## src/ccr_pkg.sv

```systemverilog
/*
  Package for the charger configuration register bank: register offsets,
  reset values, field positions, decoded settings, timing constants and the
  state and carrier types shared by the bank and its host timeout timer.
  Assumes a single 40 MHz clock domain.
*/
package ccr_pkg;

  ////////////////////////////////////////////////////////////////////////////
  // Clock and time base.
  localparam int unsigned CLOCK_HZ    = 40_000_000;
  localparam int unsigned TICK_S      = 1;
  localparam int unsigned TICK_CYCLES = CLOCK_HZ * TICK_S;

  ////////////////////////////////////////////////////////////////////////////
  // Register offsets and reset values.
  localparam logic [7:0] VLIM_OFS  = 8'h04;
  localparam logic [7:0] TTC_OFS   = 8'h05;
  localparam logic [7:0] IPC_OFS   = 8'h06;
  localparam logic [7:0] VLIM_RST  = 8'h58;
  localparam logic [7:0] TTC_RST   = 8'h9f;
  localparam logic [7:0] IPC_RST   = 8'he6;
  localparam logic [7:0] UNMAPPED  = 8'h00;

  ////////////////////////////////////////////////////////////////////////////
  // Field positions.
  localparam int VCODE_LSB = 3;
  localparam int EXT_LSB   = 1;
  localparam int RECHG_BIT = 0;
  localparam int TERM_BIT  = 7;
  localparam int REARM_BIT = 6;
  localparam int TMO_LSB   = 4;
  localparam int SAFE_BIT  = 3;
  localparam int LEN_BIT   = 2;
  localparam int TEMP_BIT  = 1;
  localparam int COLD_BIT  = 0;
  localparam int OVP_LSB   = 6;
  localparam int OTG_LSB   = 4;
  localparam int FLOOR_LSB = 0;

  ////////////////////////////////////////////////////////////////////////////
  // Decoded values.
  localparam logic [4:0]  VCODE_MAX     = 5'h18;
  localparam logic [4:0]  VCODE_SPECIAL = 5'h0f;
  localparam logic [12:0] VBASE_MV      = 13'hf10;
  localparam logic [12:0] VSTEP_MV      = 13'h020;
  localparam logic [12:0] VSPECIAL_MV   = 13'h1100;
  localparam logic [7:0]  RECHG_LO_MV   = 8'h64;
  localparam logic [7:0]  RECHG_HI_MV   = 8'hc8;
  localparam logic [7:0]  TERMINATION_CURRENT_LONG_MS = 8'hc8;
  localparam logic [7:0]  TERMINATION_CURRENT_SHORT_MS = 8'h10;
  localparam logic [7:0]  TMO_40_S      = 8'h28;
  localparam logic [7:0]  TMO_80_S      = 8'h50;
  localparam logic [7:0]  TMO_160_S     = 8'ha0;
  localparam logic [4:0]  SAFE_SHORT_H  = 5'h07;
  localparam logic [4:0]  SAFE_LONG_H   = 5'h10;
  localparam logic [6:0]  TEMP_LO_C     = 7'h50;
  localparam logic [6:0]  TEMP_HI_C     = 7'h78;
  localparam logic [6:0]  COLD_HALF_PCT = 7'h32;
  localparam logic [6:0]  COLD_LOW_PCT  = 7'h14;
  localparam logic [6:0]  FULL_PCT      = 7'h64;
  localparam logic [13:0] OVP_MV [4]    = '{14'h157c, 14'h1964, 14'h2904, 14'h36b0};
  localparam logic [12:0] OTG_MV [4]    = '{13'h12f2, 13'h1388, 13'h141e, 13'h14b4};
  localparam logic [13:0] FLOOR_MV [4]  = '{14'h0f3c, 14'h170c, 14'h1d4c, 14'h2904};
  localparam logic [13:0] FLOOR_STEP_MV = 14'h0064;

  ////////////////////////////////////////////////////////////////////////////
  // Types.
  typedef enum logic [3:0] {
    ST_IDLE, ST_ADDR, ST_ADDR_ACK, ST_PTR, ST_PTR_ACK,
    ST_WR, ST_WR_ACK, ST_RD, ST_RD_ACK
  } ccr_i2c_st_t;

  typedef struct packed {
    logic [7:0] vlim;
    logic [7:0] ttc;
    logic [7:0] ipc;
  } ccr_regs_t;

  typedef struct packed {
    logic [4:0]  charge_voltage_code;
    logic [12:0] charge_voltage_mv;
    logic [1:0]  post_termination_extension;
    logic        post_term_ext_on;
    logic [7:0]  recharge_drop_mv;
    logic        termination_allow;
    logic        direct_path_clear;
    logic [7:0]  term_timer_ms;
    logic [1:0]  host_timeout_setting;
    logic        safety_timer_on;
    logic [4:0]  safety_timer_hours;
    logic [6:0]  die_temp_limit_c;
    logic [6:0]  cold_current_percent;
    logic [13:0] input_overvoltage_mv;
    logic [12:0] otg_output_mv;
    logic [13:0] input_voltage_floor_mv;
  } ccr_cfg_t;

  typedef struct packed {
    ccr_i2c_st_t st;
    logic        scl_q;
    logic        sda_q;
    logic [2:0]  bit_cnt;
    logic        byte_done;
    logic        rw;
    logic        nack;
    logic [7:0]  shift;
    logic [7:0]  ptr;
    logic        sda_oe;
    logic        sda_out;
    ccr_regs_t   regs;
    ccr_cfg_t    cfg;
  } ccr_state_t;

  typedef struct packed {
    logic [25:0] tick_cnt;
    logic [7:0]  sec_cnt;
    logic        expired;
    logic        clear_done;
  } ccr_tmo_state_t;

endpackage

```

## src/ccr_host_timeout.sv

```systemverilog
/*
  Host timeout timer for the charger configuration bank.
  Assumes a single clock; the clear level comes from the host-written bit.
*/
`timescale 1ns/10ps
module ccr_host_timeout
  import ccr_pkg::*;
#(
  parameter int unsigned TICK_CYCLES_P = TICK_CYCLES
)
(
  // Clock and reset.
  input  wire logic       clock,
  input  wire logic       rst_n,
  // Control.
  input  wire logic [1:0] setting,
  input  wire logic       clear,
  // Events.
  output logic            expired,
  output logic            clear_done
);

  ccr_tmo_state_t s;
  ccr_tmo_state_t next_s;
  logic [7:0]     limit_s;

  ////////////////////////////////////////////////////////////////////////////
  // Period select and counting.
  always_comb
  begin
    next_s = s;
    next_s.expired = 1'b0;
    next_s.clear_done = 1'b0;
    case (setting)
      2'h1:    limit_s = TMO_40_S;
      2'h2:    limit_s = TMO_80_S;
      2'h3:    limit_s = TMO_160_S;
      default: limit_s = 8'h00;
    endcase
    if (setting == 2'h0)
    begin
      next_s.tick_cnt = 26'h0;
      next_s.sec_cnt = 8'h00;
      next_s.clear_done = clear;
    end
    else if (clear)
    begin
      next_s.tick_cnt = 26'h0;
      next_s.sec_cnt = 8'h00;
      next_s.clear_done = 1'b1;
    end
    else if (s.tick_cnt == 26'(TICK_CYCLES_P - 1))
    begin
      next_s.tick_cnt = 26'h0;
      if (s.sec_cnt + 8'h01 >= limit_s)
      begin
        next_s.sec_cnt = 8'h00;
        next_s.expired = 1'b1;
      end
      else
      begin
        next_s.sec_cnt = s.sec_cnt + 8'h01;
      end
    end
    else
    begin
      next_s.tick_cnt = s.tick_cnt + 26'h1;
    end
  end

  always_ff @(posedge clock or negedge rst_n)
  begin
    if (!rst_n)
    begin
      s <= '0;
    end
    else
    begin
      s <= next_s;
    end
  end

  assign expired    = s.expired;
  assign clear_done = s.clear_done;

endmodule // ccr_host_timeout

```

## src/ccr_config_bank.sv

```systemverilog
/*
  Charger configuration register bank at offsets 0x04 to 0x06, written and
  read by the host over an I2C slave port, with decoded settings out.
  Assumes SCL and SDA are already synchronous to the 40 MHz clock and that
  the SDA wire is resolved outside from sda_oe (open drain, low when set).
*/
`timescale 1ns/10ps
module ccr_config_bank
  import ccr_pkg::*;
#(
  parameter logic [6:0]  DEV_ADDR      = 7'h6b, // Arbitrary slave address.
  parameter int unsigned TICK_CYCLES_P = TICK_CYCLES
)
(
  // Clock and reset.
  input  wire logic       clock,
  input  wire logic       rst_n,
  // I2C pins.
  input  wire logic       scl_in,
  input  wire logic       sda_in,
  output logic            sda_out,
  output logic            sda_oe,
  // Charger status and control bits kept elsewhere.
  input  wire logic       reg_reset_cmd,
  input  wire logic       host_timeout_clear,
  input  wire logic       direct_charge_path_on,
  input  wire logic       input_overcurrent,
  input  wire logic       cold_current_reduce_allow,
  input  wire logic [1:0] input_voltage_floor_offset,
  // Decoded settings and events.
  output ccr_cfg_t        cfg,
  output logic            host_timeout_expired,
  output logic            host_timeout_clear_done
);

  ccr_state_t s;
  ccr_state_t next_s;
  logic       scl_rise;
  logic       scl_fall;
  logic       start_cond;
  logic       stop_cond;
  logic       tmo_expired;

  ////////////////////////////////////////////////////////////////////////////
  // Decode helpers.
  function automatic logic [4:0] eff_code(input logic [4:0] code);
    eff_code = (code > VCODE_MAX) ? VCODE_MAX : code;
  endfunction

  function automatic logic [12:0] code_mv(input logic [4:0] code);
    if (code == VCODE_SPECIAL)
    begin
      code_mv = VSPECIAL_MV;
    end
    else
    begin
      code_mv = 13'(VBASE_MV + 13'(VSTEP_MV * 13'(code)));
    end
  endfunction

  function automatic logic [7:0] read_reg(input ccr_regs_t r, input logic [7:0] a);
    if (a == VLIM_OFS)
    begin
      read_reg = r.vlim;
    end
    else if (a == TTC_OFS)
    begin
      read_reg = r.ttc;
    end
    else if (a == IPC_OFS)
    begin
      read_reg = r.ipc;
    end
    else
    begin
      read_reg = UNMAPPED;
    end
  endfunction

  ////////////////////////////////////////////////////////////////////////////
  // Host timeout timer.
  ccr_host_timeout #(
    .TICK_CYCLES_P (TICK_CYCLES_P)
  ) u_timeout (
    .clock      (clock),
    .rst_n      (rst_n),
    .setting    (s.regs.ttc[TMO_LSB +: 2]),
    .clear      (host_timeout_clear),
    .expired    (tmo_expired),
    .clear_done (host_timeout_clear_done)
  );

  ////////////////////////////////////////////////////////////////////////////
  // Bus condition detection.
  assign scl_rise   = scl_in & ~s.scl_q;
  assign scl_fall   = ~scl_in & s.scl_q;
  assign start_cond = scl_in & s.scl_q & s.sda_q & ~sda_in;
  assign stop_cond  = scl_in & s.scl_q & ~s.sda_q & sda_in;

  ////////////////////////////////////////////////////////////////////////////
  // Next state.
  always_comb
  begin
    logic       wr_en;
    logic [7:0] wr_data;
    logic [7:0] rd_data;
    logic [4:0] code;
    wr_en = 1'b0;
    wr_data = 8'h00;
    rd_data = read_reg(s.regs, s.ptr);
    code = 5'h00;
    next_s = s;
    next_s.scl_q = scl_in;
    next_s.sda_q = sda_in;
    next_s.sda_out = 1'b0;

    // Serial protocol.
    if (start_cond)
    begin
      next_s.st = ST_ADDR;
      next_s.bit_cnt = 3'h0;
      next_s.byte_done = 1'b0;
      next_s.sda_oe = 1'b0;
    end
    else if (stop_cond)
    begin
      next_s.st = ST_IDLE;
      next_s.sda_oe = 1'b0;
    end
    else if (scl_rise)
    begin
      case (s.st)
        ST_ADDR, ST_PTR, ST_WR, ST_RD:
        begin
          next_s.bit_cnt = s.bit_cnt + 3'h1;
          next_s.byte_done = (s.bit_cnt == 3'h7);
          if (s.st != ST_RD)
          begin
            next_s.shift = {s.shift[6:0], sda_in};
          end
        end
        ST_RD_ACK:
        begin
          next_s.nack = sda_in;
        end
        default:
        begin
        end
      endcase
    end
    else if (scl_fall)
    begin
      case (s.st)
        ST_ADDR:
        begin
          if (s.byte_done)
          begin
            next_s.byte_done = 1'b0;
            if (s.shift[7:1] == DEV_ADDR)
            begin
              next_s.st = ST_ADDR_ACK;
              next_s.rw = s.shift[0];
              next_s.sda_oe = 1'b1;
            end
            else
            begin
              next_s.st = ST_IDLE;
            end
          end
        end
        ST_ADDR_ACK:
        begin
          if (s.rw)
          begin
            next_s.st = ST_RD;
            next_s.shift = rd_data;
            next_s.sda_oe = ~rd_data[7];
            next_s.ptr = s.ptr + 8'h01;
          end
          else
          begin
            next_s.st = ST_PTR;
            next_s.sda_oe = 1'b0;
          end
        end
        ST_PTR:
        begin
          if (s.byte_done)
          begin
            next_s.byte_done = 1'b0;
            next_s.ptr = s.shift;
            next_s.st = ST_PTR_ACK;
            next_s.sda_oe = 1'b1;
          end
        end
        ST_WR:
        begin
          if (s.byte_done)
          begin
            next_s.byte_done = 1'b0;
            wr_en = 1'b1;
            wr_data = s.shift;
            next_s.ptr = s.ptr + 8'h01;
            next_s.st = ST_WR_ACK;
            next_s.sda_oe = 1'b1;
          end
        end
        ST_PTR_ACK, ST_WR_ACK:
        begin
          next_s.st = ST_WR;
          next_s.sda_oe = 1'b0;
        end
        ST_RD:
        begin
          if (s.byte_done)
          begin
            next_s.byte_done = 1'b0;
            next_s.st = ST_RD_ACK;
            next_s.sda_oe = 1'b0;
          end
          else
          begin
            next_s.shift = {s.shift[6:0], 1'b0};
            next_s.sda_oe = ~s.shift[6];
          end
        end
        ST_RD_ACK:
        begin
          if (s.nack)
          begin
            next_s.st = ST_IDLE;
          end
          else
          begin
            next_s.st = ST_RD;
            next_s.shift = rd_data;
            next_s.sda_oe = ~rd_data[7];
            next_s.ptr = s.ptr + 8'h01;
          end
        end
        default:
        begin
          next_s.sda_oe = 1'b0;
        end
      endcase
    end

    // Register file.
    if (reg_reset_cmd)
    begin
      next_s.regs.vlim = VLIM_RST;
      next_s.regs.ttc = TTC_RST;
      next_s.regs.ipc = IPC_RST;
    end
    else
    begin
      if (wr_en)
      begin
        if (s.ptr == VLIM_OFS)
        begin
          next_s.regs.vlim = wr_data;
        end
        else if (s.ptr == TTC_OFS)
        begin
          next_s.regs.ttc = wr_data;
        end
        else if (s.ptr == IPC_OFS)
        begin
          next_s.regs.ipc = wr_data;
        end
      end
      if (tmo_expired)
      begin
        next_s.regs.vlim = VLIM_RST;
        next_s.regs.ttc = TTC_RST;
      end
    end

    // Decoded settings.
    code = eff_code(s.regs.vlim[VCODE_LSB +: 5]);
    next_s.cfg.charge_voltage_code = code;
    next_s.cfg.charge_voltage_mv = code_mv(code);
    next_s.cfg.post_termination_extension = s.regs.vlim[EXT_LSB +: 2];
    next_s.cfg.post_term_ext_on = (s.regs.vlim[EXT_LSB +: 2] != 2'h0);
    next_s.cfg.recharge_drop_mv = s.regs.vlim[RECHG_BIT] ? RECHG_HI_MV : RECHG_LO_MV;
    next_s.cfg.termination_allow = s.regs.ttc[TERM_BIT];
    next_s.cfg.direct_path_clear = direct_charge_path_on & input_overcurrent
                                   & ~s.regs.ttc[REARM_BIT];
    if (direct_charge_path_on)
    begin
      next_s.cfg.term_timer_ms = 8'h00;
    end
    else
    begin
      next_s.cfg.term_timer_ms = s.regs.ttc[REARM_BIT] ? TERMINATION_CURRENT_SHORT_MS : TERMINATION_CURRENT_LONG_MS;
    end
    next_s.cfg.host_timeout_setting = s.regs.ttc[TMO_LSB +: 2];
    next_s.cfg.safety_timer_on = s.regs.ttc[SAFE_BIT];
    next_s.cfg.safety_timer_hours = s.regs.ttc[LEN_BIT] ? SAFE_LONG_H : SAFE_SHORT_H;
    next_s.cfg.die_temp_limit_c = s.regs.ttc[TEMP_BIT] ? TEMP_HI_C : TEMP_LO_C;
    if (cold_current_reduce_allow)
    begin
      next_s.cfg.cold_current_percent = s.regs.ttc[COLD_BIT] ? COLD_LOW_PCT : COLD_HALF_PCT;
    end
    else
    begin
      next_s.cfg.cold_current_percent = FULL_PCT;
    end
    next_s.cfg.input_overvoltage_mv = OVP_MV[s.regs.ipc[OVP_LSB +: 2]];
    next_s.cfg.otg_output_mv = OTG_MV[s.regs.ipc[OTG_LSB +: 2]];
    next_s.cfg.input_voltage_floor_mv = 14'(FLOOR_MV[input_voltage_floor_offset]
      + 14'(FLOOR_STEP_MV * 14'(s.regs.ipc[FLOOR_LSB +: 4])));
  end

  ////////////////////////////////////////////////////////////////////////////
  // State register.
  always_ff @(posedge clock or negedge rst_n)
  begin
    if (!rst_n)
    begin
      s <= '0;
      s.st <= ST_IDLE;
      s.scl_q <= 1'b1;
      s.sda_q <= 1'b1;
      s.regs.vlim <= VLIM_RST;
      s.regs.ttc <= TTC_RST;
      s.regs.ipc <= IPC_RST;
    end
    else
    begin
      s <= next_s;
    end
  end

  ////////////////////////////////////////////////////////////////////////////
  // Expiry pulse out.
  logic expired_q;

  always_ff @(posedge clock or negedge rst_n)
  begin
    if (!rst_n)
    begin
      expired_q <= 1'b0;
    end
    else
    begin
      expired_q <= tmo_expired;
    end
  end

  assign sda_out              = s.sda_out;
  assign sda_oe               = s.sda_oe;
  assign cfg                  = s.cfg;
  assign host_timeout_expired = expired_q;

endmodule // ccr_config_bank

```

## config.mk

```make
export PLATFORM = sky130hd
export DESIGN_NAME = ccr_config_bank
export DESIGN_NICKNAME = d
export VERILOG_FILES = /design/src/ccr_pkg.sv /design/src/ccr_host_timeout.sv /design/src/ccr_config_bank.sv
export SDC_FILE = /design/constraint.sdc
export NUM_CORES = 1
export LEC_CHECK = 0
export BUFFER_PORTS_ARGS = -buffer_cell sky130_fd_sc_hd__buf_2
export CORE_MARGIN = 2
export CORE_UTILIZATION = 60
export CTS_CLUSTER_SIZE = 8
export DETAILED_ROUTE_END_ITERATION = 10
export MAX_ROUTING_LAYER = met4
export PLACE_DENSITY = 0.83
export SYNTH_ARGS = -nofsm -noshare
export SYNTH_HDL_FRONTEND = slang
export SYNTH_HIERARCHICAL = 1
export SYNTH_SLANG_ARGS = --single-unit
```

## constraint.sdc

```tcl
create_clock -name clock -period 6.1 [get_ports clock]
set_input_delay 0.61 -clock clock [delete_from_list [all_inputs] [get_ports clock]]
set_output_delay 0.61 -clock clock [all_outputs]
set_load 0.02 [all_outputs]
```

==> run summary, run 1 <==
Counting both buffers and inverters, the worst setup path holds a total of 0. The number of antenna violations at the first check in global routing is 1. The final-layout setup total negative slack came out at 0 ns. The reported leakage power is 0.004224 uW. The fraction of layout instances using a drive strength above 1 came out at 19.45%. Sorting the synthesized cells by how often they occur yields sky130_fd_sc_hd__dfrtp_1, sky130_fd_sc_hd__buf_4, sky130_fd_sc_hd__nor2_1. Data on the critical path arrives at its endpoint at 3.22 ns. The library cell occupying the most area in the post-synthesis netlist is sky130_fd_sc_hd__dfrtp_1. After layout, the worst path uses 47.86% of the clock period.

The critical path is of the register to register type. The number of storage elements in the synthesis netlist came out at 153. The estimated wirelength of the detail-placed design came out at 11490 um. Counting every instance in the synthesized netlist gives 859.

The type of the tightest min-delay check is input pin to async pin. Among all flip-flop cells after synthesis, the most frequent one is sky130_fd_sc_hd__dfrtp_1. The floorplan step defined a die boundary enclosing 15290 sq um.

The critical path goes through ha_1 -> ha_1 -> fa_1 -> a31oi_1 -> xnor2_1 -> ha_1 -> or3_1 -> o2111ai_1 -> or3_1. The via density per instance is 5.651. The total count of hold-check failures in the final report is 0. The global-route total usage across every layer is 23.18%. The number of top-level pins came out at 117. The warning count from the yosys run is 6.

The power per standard cell area came out at 292.5 nW/um^2. The wire length per cell is 15.73 um. The average cell area after synthesis came out at 10.00 sq um. Setup repair after global routing left no endpoint under its margin.

The number of fill cells in the layout is 1092. At the pin with the least slew margin, the transition time is 0.9668 ns. The family with the most delay on the worst path is adder cells.

After global routing the overflow that remains totals 0. Once detail routing completed, the nets flagged for antenna violations numbered 0. Overall power consumption after layout is estimated at 2632 uW.

The register-to-register setup slack came out at 3.18 ns. Buffers placed on the I/O ports in this run total 92. The largest individual stage delay along the critical path comes from the cell sky130_fd_sc_hd__dfstp_2.

Counting flops with a built-in enable in the synthesized netlist gives 0. The die height came out at 123.7 um. Entering global routing, the biggest net connects 95 pins. STA puts the critical path data required time at 6.40 ns. The core utilization of the finished layout is 64.56%. The via count of the first global-routing pass is 5434.

Compared with the post-synthesis result, the final layout area differs by 4.719%. The worst-case headroom to the max-slew limit came out at 35.44%. The detailed-route wire length came out at 16590 um. CTS saw 153 sinks. The total number of nets in the final design is 923. Yosys mapped the design onto 79 distinct sky130hd cell types. The total clock buffers created by CTS came out at 17. The max-slew violation count came out at 0. The flow ran to the end, and the final reports show no timing, DRC or antenna violations. The startpoint identified for the worst register-to-register timing path is s[103]$_DFFE_PN1P_. The cell type with the highest occurrence count on the critical path is sky130_fd_sc_hd__ha_1.

The most common cell in the netlist is sky130_fd_sc_hd__dfrtp_1. TritonCTS built the clock tree. Across the run, the number of max-cap violations was 0. Once the clock tree was built, the resizer swapped 0 gates to a different size.

Timing would allow up to 342.6 MHz. For this configuration, the core starts out at a cell density of 61.65%. Setup violations remaining at the end of the flow were counted as 0.

The endpoint type of the worst setup path is a register. The number of H-tree levels is 4. The last weighted congestion value of the routability-driven placer came out at 0.8962. The final clock skew is 0.009904 ns.

Measured in cells, the most critical reg-to-reg path has a length of 9. Ranked by total cell area, the synthesized netlist is headed by sky130_fd_sc_hd__dfrtp_1, sky130_fd_sc_hd__buf_4, sky130_fd_sc_hd__ha_1. The number of buffers added to fix hold violations after cts came out at 0. The count of standard-cell rows came out at 43.

The register clock-pin slew on the reported worst setup and hold paths is 0.06 ns. The floorplan die width came out at 123.7 um. The first routing iteration left 445 violations. The largest stage delay on the critical path came out at 0.60 ns.

The maximum VDD drop came out at 0.2094 mV. The worst setup path is launched from a register. The clock period minus final worst setup slack came out at 2.919 ns. The count of TritonRoute iterations in the first routing pass came out at 5. The global-route wire length before repair came out at 26810 um. At the later pin of the worst-skew pair, clock insertion delay measures 0.43 ns.

In this run the deepest clock path goes through 2 buffers. The post-CTS repair timing setup buffer count is 0. The top fanout value on the critical path is 8. The post-synthesis instance area is 8591 sq um. The capture instance of the worst register-to-register path is cfg[13]$_DFF_PN0_. The tree is rooted in a sky130_fd_sc_hd__clkbuf_16. The sequential area share after synthesis came out at 44.80%. The instance count on the critical path came out at 9. The post-detailed-route DRC marker count is 0.

The count of vias placed by the detailed router is 5962. The area of the core is 13930 sq um. Counting flops with an async set or reset pin after synthesis yields a share of 100.0%.

The area share of the leading cell type in the synthesized netlist is 39.91%.
==> flip-flops by register name, summed over array words and instances, names as in the netlist <==
name	flops
cfg	63
host_timeout_expired	1
next_s	6
s	46
sda_oe	1
u_timeout/clear_done	1
u_timeout/expired	1
u_timeout/s	34
==> layout by cell type (no fill, tap or decap), types with 4 or more instances in the layout <==
cell	count
sky130_fd_sc_hd__dfrtp_1	137
sky130_fd_sc_hd__buf_2	91
sky130_fd_sc_hd__nor2_1	72
sky130_fd_sc_hd__nand2_1	62
sky130_fd_sc_hd__ha_1	48
sky130_fd_sc_hd__inv_1	43
sky130_fd_sc_hd__a21oi_1	37
sky130_fd_sc_hd__o21ai_0	34
sky130_fd_sc_hd__nand3_1	30
sky130_fd_sc_hd__conb_1	25
sky130_fd_sc_hd__xnor2_1	19
sky130_fd_sc_hd__xor2_1	19
sky130_fd_sc_hd__clkbuf_16	17
sky130_fd_sc_hd__mux2i_1	16
sky130_fd_sc_hd__dfstp_2	16
sky130_fd_sc_hd__nor2b_1	14
sky130_fd_sc_hd__nor3_1	13
sky130_fd_sc_hd__and3_1	12
sky130_fd_sc_hd__nand4_1	11
sky130_fd_sc_hd__a22oi_1	11
sky130_fd_sc_hd__or2_2	9
sky130_fd_sc_hd__o211ai_1	8
sky130_fd_sc_hd__nand2b_1	7
sky130_fd_sc_hd__o22a_1	7
sky130_fd_sc_hd__or3_1	6
sky130_fd_sc_hd__and2_1	5
sky130_fd_sc_hd__a31oi_1	5
sky130_fd_sc_hd__nor4_1	5
sky130_fd_sc_hd__a221oi_1	5
sky130_fd_sc_hd__clkinv_2	5
sky130_fd_sc_hd__and4_1	4
sky130_fd_sc_hd__and3b_1	4
==> metal layers <==
metal | part of all wire, % | vias up | wire (um) | global-route usage, %
met5 | 0 | - | 0 | -
li1 | - | 2852 | - | -
met2 | 49 | 210 | 8099 | 35.13
met1 | 44 | 2863 | 7286 | 31.07
met4 | 2.2 | 0 | 370 | 9.943
met3 | 5.0 | 37 | 836 | 3.892
==> kinds of logic after synthesis <==
logic type,share of synthesized area [%]
compound gates,11.61
xor+xnor,4.195
fa+ha+maj,7.457
buf+inv,12.87
flops,44.80
mux,2.126
other cells,0.08742
simple gates,16.85
==> metrics by stage <==
step / setup WS, ns / instances / area, sq um / hold slack (ns)
4_1_cts: 3.169 / 1054 / 8994 / 0.2929
3_3_place_gp: 3.196 / 1023 / 8432 / 0.3958
6_report: 3.181 / 1055 / 8996 / 0.2491
5_1_grt: 3.074 / 1055 / 8996 / 0.3138
2_1_floorplan: 3.284 / 882 / 8677 / 0.3144
3_5_place_dp: 3.139 / 1023 / 8432 / 0.4116
==> power breakdown <==
group / internal, uW / total, uW / switching [uW] / leakage (uW)
clock: 589 / 994 / 405 / 0.000274
sequential: 1070 / 1150 / 83.1 / 0.00190
combinational: 186 / 486 / 300 / 0.00205
==> area by class of cell <==
type / instances / area [sq um] / share of cell area, %
Timing Repair Buffer: 93 / 474.2 / 5.271
Inverter: 43 / 161.4 / 1.794
Clock inverter: 11 / 95.09 / 1.057
Sequential cell: 153 / 3849 / 42.78
Tap cell: 180 / 225.2 / 2.503
Antenna cell: 1 / 2.502 / 0.02782
Clock buffer: 20 / 466.7 / 5.188
Multi-Input combinational cell: 554 / 3722 / 41.38
==> worst max-delay path by stage <==
stage / from / end / slack (ns)
after floorplan: s[103]$_DFFE_PN1P_ / cfg[13]$_DFF_PN0_ / 3.28
after global placement: scl_in / s[102]$_DFFE_PN0P_ / 3.20
after detailed placement: scl_in / s[102]$_DFFE_PN0P_ / 3.14
after CTS: s[103]$_DFFE_PN1P_ / cfg[13]$_DFF_PN0_ / 3.17
after global routing: s[103]$_DFFE_PN1P_ / cfg[11]$_DFF_PN0_ / 3.07
final: s[103]$_DFFE_PN1P_ / cfg[13]$_DFF_PN0_ / 3.18
(Power assumes the default switching activity.)
==> run 2: changes to the inputs <==
--- a/config.mk
+++ b/config.mk
@@ -5,13 +5,14 @@
 export SDC_FILE = /design/constraint.sdc
 export NUM_CORES = 1
 export LEC_CHECK = 0
+export ABC_AREA = 1
 export BUFFER_PORTS_ARGS = -buffer_cell sky130_fd_sc_hd__buf_2
 export CORE_MARGIN = 2
-export CORE_UTILIZATION = 60
+export CORE_UTILIZATION = 53
 export CTS_CLUSTER_SIZE = 8
 export DETAILED_ROUTE_END_ITERATION = 10
 export MAX_ROUTING_LAYER = met4
-export PLACE_DENSITY = 0.83
+export PLACE_DENSITY = 0.77
 export SYNTH_ARGS = -nofsm -noshare
 export SYNTH_HDL_FRONTEND = slang
 export SYNTH_HIERARCHICAL = 1
==> constraint.sdc (replaced) <==
create_clock -name clock -period 2.5 [get_ports clock]
set_input_delay 0.25 -clock clock [delete_from_list [all_inputs] [get_ports clock]]
set_output_delay 0.25 -clock clock [all_outputs]
set_load 0.02 [all_outputs]
==> run summary, run 2 <==
The number of non-filler instances in the completed layout is 1425 (was 1055). The library cell occupying the most area in the post-synthesis netlist is sky130_fd_sc_hd__dfrtp_1 (unchanged). The count of vias placed by the detailed router is 7240 (was 5962).

The met3 capacity usage during global routing came out at 4.698% (was 3.892%). The core utilization of the finished layout came to 58.64% (was 64.56%). The number of storage elements in the synthesis netlist came out at 153 (unchanged). The maximum VDD drop came out at 0.4465 mV (was 0.2094 mV). The area taken by flip-flops and latches came to 3849 sq um (unchanged). The insertion delay of the later-clocked pin in the worst-skew pair came out at 0.44 ns (was 0.43 ns). The fraction of layout instances using a drive strength above 1 was 20.58% (was 19.45%). The die height is 135.9 um (was 123.7 um). The number of different library cells in the post-synthesis netlist came out at 51 (was 79).

The pin count of the biggest net entering global routing is 63 (was 95). The aggregate global routing overflow is 0 (unchanged). The fraction of registers with async set or reset after synthesis came out at 100.0% (unchanged). The DRC violation total after the first TritonRoute iteration came out at 579 (was 445). The total count of hold-check failures in the final report is 0 (unchanged). The commonest non-fill, non-tap cell in the layout is sky130_fd_sc_hd__nand2_1 (was sky130_fd_sc_hd__dfrtp_1).

The power per standard cell area came out at 628.0 nW/um^2 (was 292.5 nW/um^2). The count of buffering cells on the critical path with inverters included is 2 (was 0). The clock period minus final worst setup slack is 2.802 ns (was 2.919 ns). The actual slew at the worst max-slew pin came out at 0.5665 ns (was 0.9668 ns).

The area enclosed by the die boundary came out at 18480 sq um (was 15290 sq um). Unrepaired setup endpoints after global routing: true (was false). The floorplan die width is 135.9 um (was 123.7 um). Synth cell count leaders: sky130_fd_sc_hd__nand2_1, sky130_fd_sc_hd__nor2_1, sky130_fd_sc_hd__dfrtp_1 (was sky130_fd_sc_hd__dfrtp_1, sky130_fd_sc_hd__buf_4, sky130_fd_sc_hd__nor2_1). The root buffer cell is sky130_fd_sc_hd__clkbuf_16 (unchanged). The estimated wirelength of the detail-placed design is 14320 um (was 11490 um).

Critical Path, Cell by Cell: ha_4 -> ha_4 -> fa_2 -> nand2_2 -> inv_2 -> a21o_1 -> xor2_1 -> ha_1 -> inv_2 -> nor2_2 -> and3_4 -> nand3_2 -> nand4_1 -> nand2_1 (was ha_1 -> ha_1 -> fa_1 -> a31oi_1 -> xnor2_1 -> ha_1 -> or3_1 -> o2111ai_1 -> or3_1). The sequential area share after synthesis came out at 41.71% (was 44.80%). The starting utilization of the core area is 53.72% (was 61.65%). The average cell area after synthesis is 8.093 sq um (was 10.00 sq um). The top fanout value on the critical path came out at 4 (was 8). The post-placement cell count came out at 1383 (was 1023). The number of flip-flops under the largest register name came out at 63 (unchanged). The area of the core is 17180 sq um (was 13930 sq um). The number of failing setup endpoints in the final timing report is 4 (was 0). The global-route total usage across every layer is 22.81% (was 23.18%). The CTS tree is done (unchanged). The number of violations of the max-capacitance limit is 0 (unchanged). The register clock-pin slew on the reported worst setup and hold paths came out at 0.07 ns (was 0.06 ns).

The last weighted congestion value of the routability-driven placer came out at 0.9230 (was 0.8962). The met1 capacity usage during global routing is 29.31% (was 31.07%). Most frequent cells in the layout: sky130_fd_sc_hd__nand2_1, sky130_fd_sc_hd__nor2_1, sky130_fd_sc_hd__dfrtp_1, sky130_fd_sc_hd__inv_1, sky130_fd_sc_hd__buf_2 (was sky130_fd_sc_hd__dfrtp_1, sky130_fd_sc_hd__buf_2, sky130_fd_sc_hd__nor2_1, sky130_fd_sc_hd__nand2_1, sky130_fd_sc_hd__ha_1). The critical-path cell with the highest stage delay is sky130_fd_sc_hd__dfstp_2 (unchanged). The global-route wire length before repair came to 32310 um (was 26810 um). The warning count from the yosys run is 6 (unchanged).

The layer with the highest usage is met2 (unchanged). The number of H-tree levels came to 4 (unchanged). The type of the tightest min-delay check is input pin to register (was input pin to async pin).

The instance area after placement was 9388 sq um (was 8432 sq um). The final reports fail on setup timing. The count of flip-flops with a built-in enable after synthesis was 0 (unchanged). The family with the most delay on the worst path was adder cells (unchanged). The worst-case headroom to the max-slew limit came to 62.24% (was 35.44%). The summed area of non-filler cells in the final layout is 10070 sq um (was 8996 sq um). The kind of critical path is register to register (unchanged). The met2 capacity usage during global routing came to 35.77% (was 35.13%).

The predominant post-synthesis flop cell is sky130_fd_sc_hd__dfrtp_1 (unchanged). Biggest area contributors in the synthesized netlist: sky130_fd_sc_hd__dfrtp_1, sky130_fd_sc_hd__nand2_1, sky130_fd_sc_hd__buf_4 (was sky130_fd_sc_hd__dfrtp_1, sky130_fd_sc_hd__buf_4, sky130_fd_sc_hd__ha_1). The final-layout setup total negative slack is -0.8837 ns (was 0 ns). The count of TritonRoute iterations in the first routing pass came out at 5 (unchanged). The detailed-route wire length came to 19520 um (was 16590 um).

The number of top-level pins came out at 117 (unchanged). The final antenna-violating net count came out at 0 (unchanged). The post-detailed-route DRC marker count came out at 0 (unchanged). The minimum setup slack in the final design came out at -0.3021 ns (was 3.181 ns). The worst hold slack is 0.04447 ns (was 0.2491 ns). The largest stage delay on the critical path came to 0.58 ns (was 0.60 ns). The count of standard-cell rows came out at 48 (was 43).

The max-slew violation count was 0 (unchanged). The peak clock frequency supported by timing came out at 356.9 MHz (was 342.6 MHz). The share of the clock period used by the worst path after layout came out at 112.1% (was 47.86%). The count of input and output buffers is 92 (unchanged). The reported leakage power came out at 0.005134 uW (was 0.004224 uW). The critical path arrival came out at 3.13 ns (was 3.22 ns). The critical path startpoint category is a register (unchanged). The area growth from synthesis to layout came out at 9.168% (was 4.719%).

The via count of the first global-routing pass is 6837 (was 5434). The via density per instance came out at 5.081 (was 5.651). The total clock buffers created by CTS came out at 17 (unchanged). The number of fill cells in the layout came out at 1518 (was 1092). The endpoint type of the worst setup path is a register (unchanged).

The area share of the leading cell type in the synthesized netlist was 37.16% (was 39.91%). The number of antenna violations at the first check in global routing was 0 (was 1). The antenna diode count is 0 (was 1).

The endpoint required time on the critical path came out at 2.83 ns (was 6.40 ns). The final clock skew is 0.01857 ns (was 0.009904 ns). The number of sinks driven by the clock tree is 153 (unchanged). The area used by multi-input combinational logic came out at 4138 sq um (was 3722 sq um). The total number of nets in the final design is 1248 (was 923). The maximum root-to-sink buffer count came out at 2 (unchanged). The most common cell in the netlist is sky130_fd_sc_hd__nand2_1 (was sky130_fd_sc_hd__dfrtp_1). The post-synthesis instance area is 9226 sq um (was 8591 sq um). The gate count of the mapped netlist was 1140 (was 859).

The wire length per cell came to 13.70 um (was 15.73 um). Result of the run: finished with violations (was finished clean).
==> run 2: cell types whose count changed in the layout (fill, tap and decap cells not counted), moves of 9 or more <==
cell / change
sky130_fd_sc_hd__nand3_1: +33
sky130_fd_sc_hd__buf_4: +22
sky130_fd_sc_hd__nand2_1: +187
sky130_fd_sc_hd__nor2_2: +11
sky130_fd_sc_hd__inv_2: +9
sky130_fd_sc_hd__inv_1: +84
sky130_fd_sc_hd__nor2_1: +65
sky130_fd_sc_hd__xnor2_1: -10
sky130_fd_sc_hd__nor2b_1: -14
sky130_fd_sc_hd__mux2i_1: -16
sky130_fd_sc_hd__nand2_2: +18
sky130_fd_sc_hd__and3_1: -12
sky130_fd_sc_hd__o21ai_0: +10
sky130_fd_sc_hd__nor2_4: +13
==> run 2: final cells by class <==
type	instances	area share (%)
multi-input combinational	753	41.08
sequential	153	38.21
timing repair buffer	123	7.255
inverter	139	5.193
clock buffer	18	4.360
tap	225	2.795
clock inverter	14	1.106
==> run 2: cell families (layout without fill, tap and decap cells) <==
logic type | Yosys count | in the layout | share of synthesized area (%)
xor gates and xnor gates | 23 | 23 | 2.183
and+or+nand+nor | 542 | 542 | 26.76
muxes | 1 | 1 | 0.1220
adders and majority gates | 50 | 50 | 6.943
DFF | 153 | 153 | 41.71
other | 2 | 25 | 0.08140
AOI/OAI and AO/OA | 112 | 112 | 7.052
buffers and inverters | 257 | 294 | 15.15
==> run 2: timing repair <==
item	4_1_cts	5_1_grt
endpoints found under the setup margin	4	12
hold endpoints to repair	52	0
hold buffers	6	0
gates resized for setup	6	9
pin swaps	4	6
setup buffers	2	2
==> run 2: layer usage <==
layer	vias to the layer above	routed length (um)
met4	0	450
met5	-	0
met1	3397	8694
met2	232	9194
met3	36	1185
li1	3575	-
==> run 2: per-stage QoR <==
stage,setup slack (ns),total power [uW]
floorplan,-0.1748,3665
global placement,-0.2431,3910
detailed placement,-0.3255,3937
CTS,-0.2734,6360
global route,-0.4047,6678
finish,-0.3021,6325
==> run 2: power by group <==
group / internal, uW / switching, uW / leakage (uW) / total (uW)
combinational: 330 / 687 / 0.00299 / 1020
sequential: 2640 / 265 / 0.00187 / 2910
clock: 1320 / 1080 / 0.000270 / 2400
==> run 2: worst min-delay path, cell delays in order <==
cell	delay, ns
sky130_fd_sc_hd__buf_2	0.09
sky130_fd_sc_hd__nand2_1	0.05
sky130_fd_sc_hd__nor2_1	0.04
==> run 2: path summary, 6_finish.rpt <==
kind	from	slack (ns)	to	cells after the start
setup / recovery	s[103]$_DFFE_PN1P_	-0.30	cfg[12]$_DFF_PN0_	14
hold / removal	input_overcurrent	0.04	cfg[71]$_DFF_PN0_	3
setup reg to reg	s[103]$_DFFE_PN1P_	-0.30	cfg[12]$_DFF_PN0_	14
hold reg to reg	next_s[83]$_DFFE_PN0P_	0.38	cfg[83]$_DFF_PN0_	0
max in group asynchronous	rst_n	1.33	cfg[2]$_DFF_PN0_	3
min in group asynchronous	rst_n	0.38	u_timeout/s[4]$_DFFE_PN0P_	2
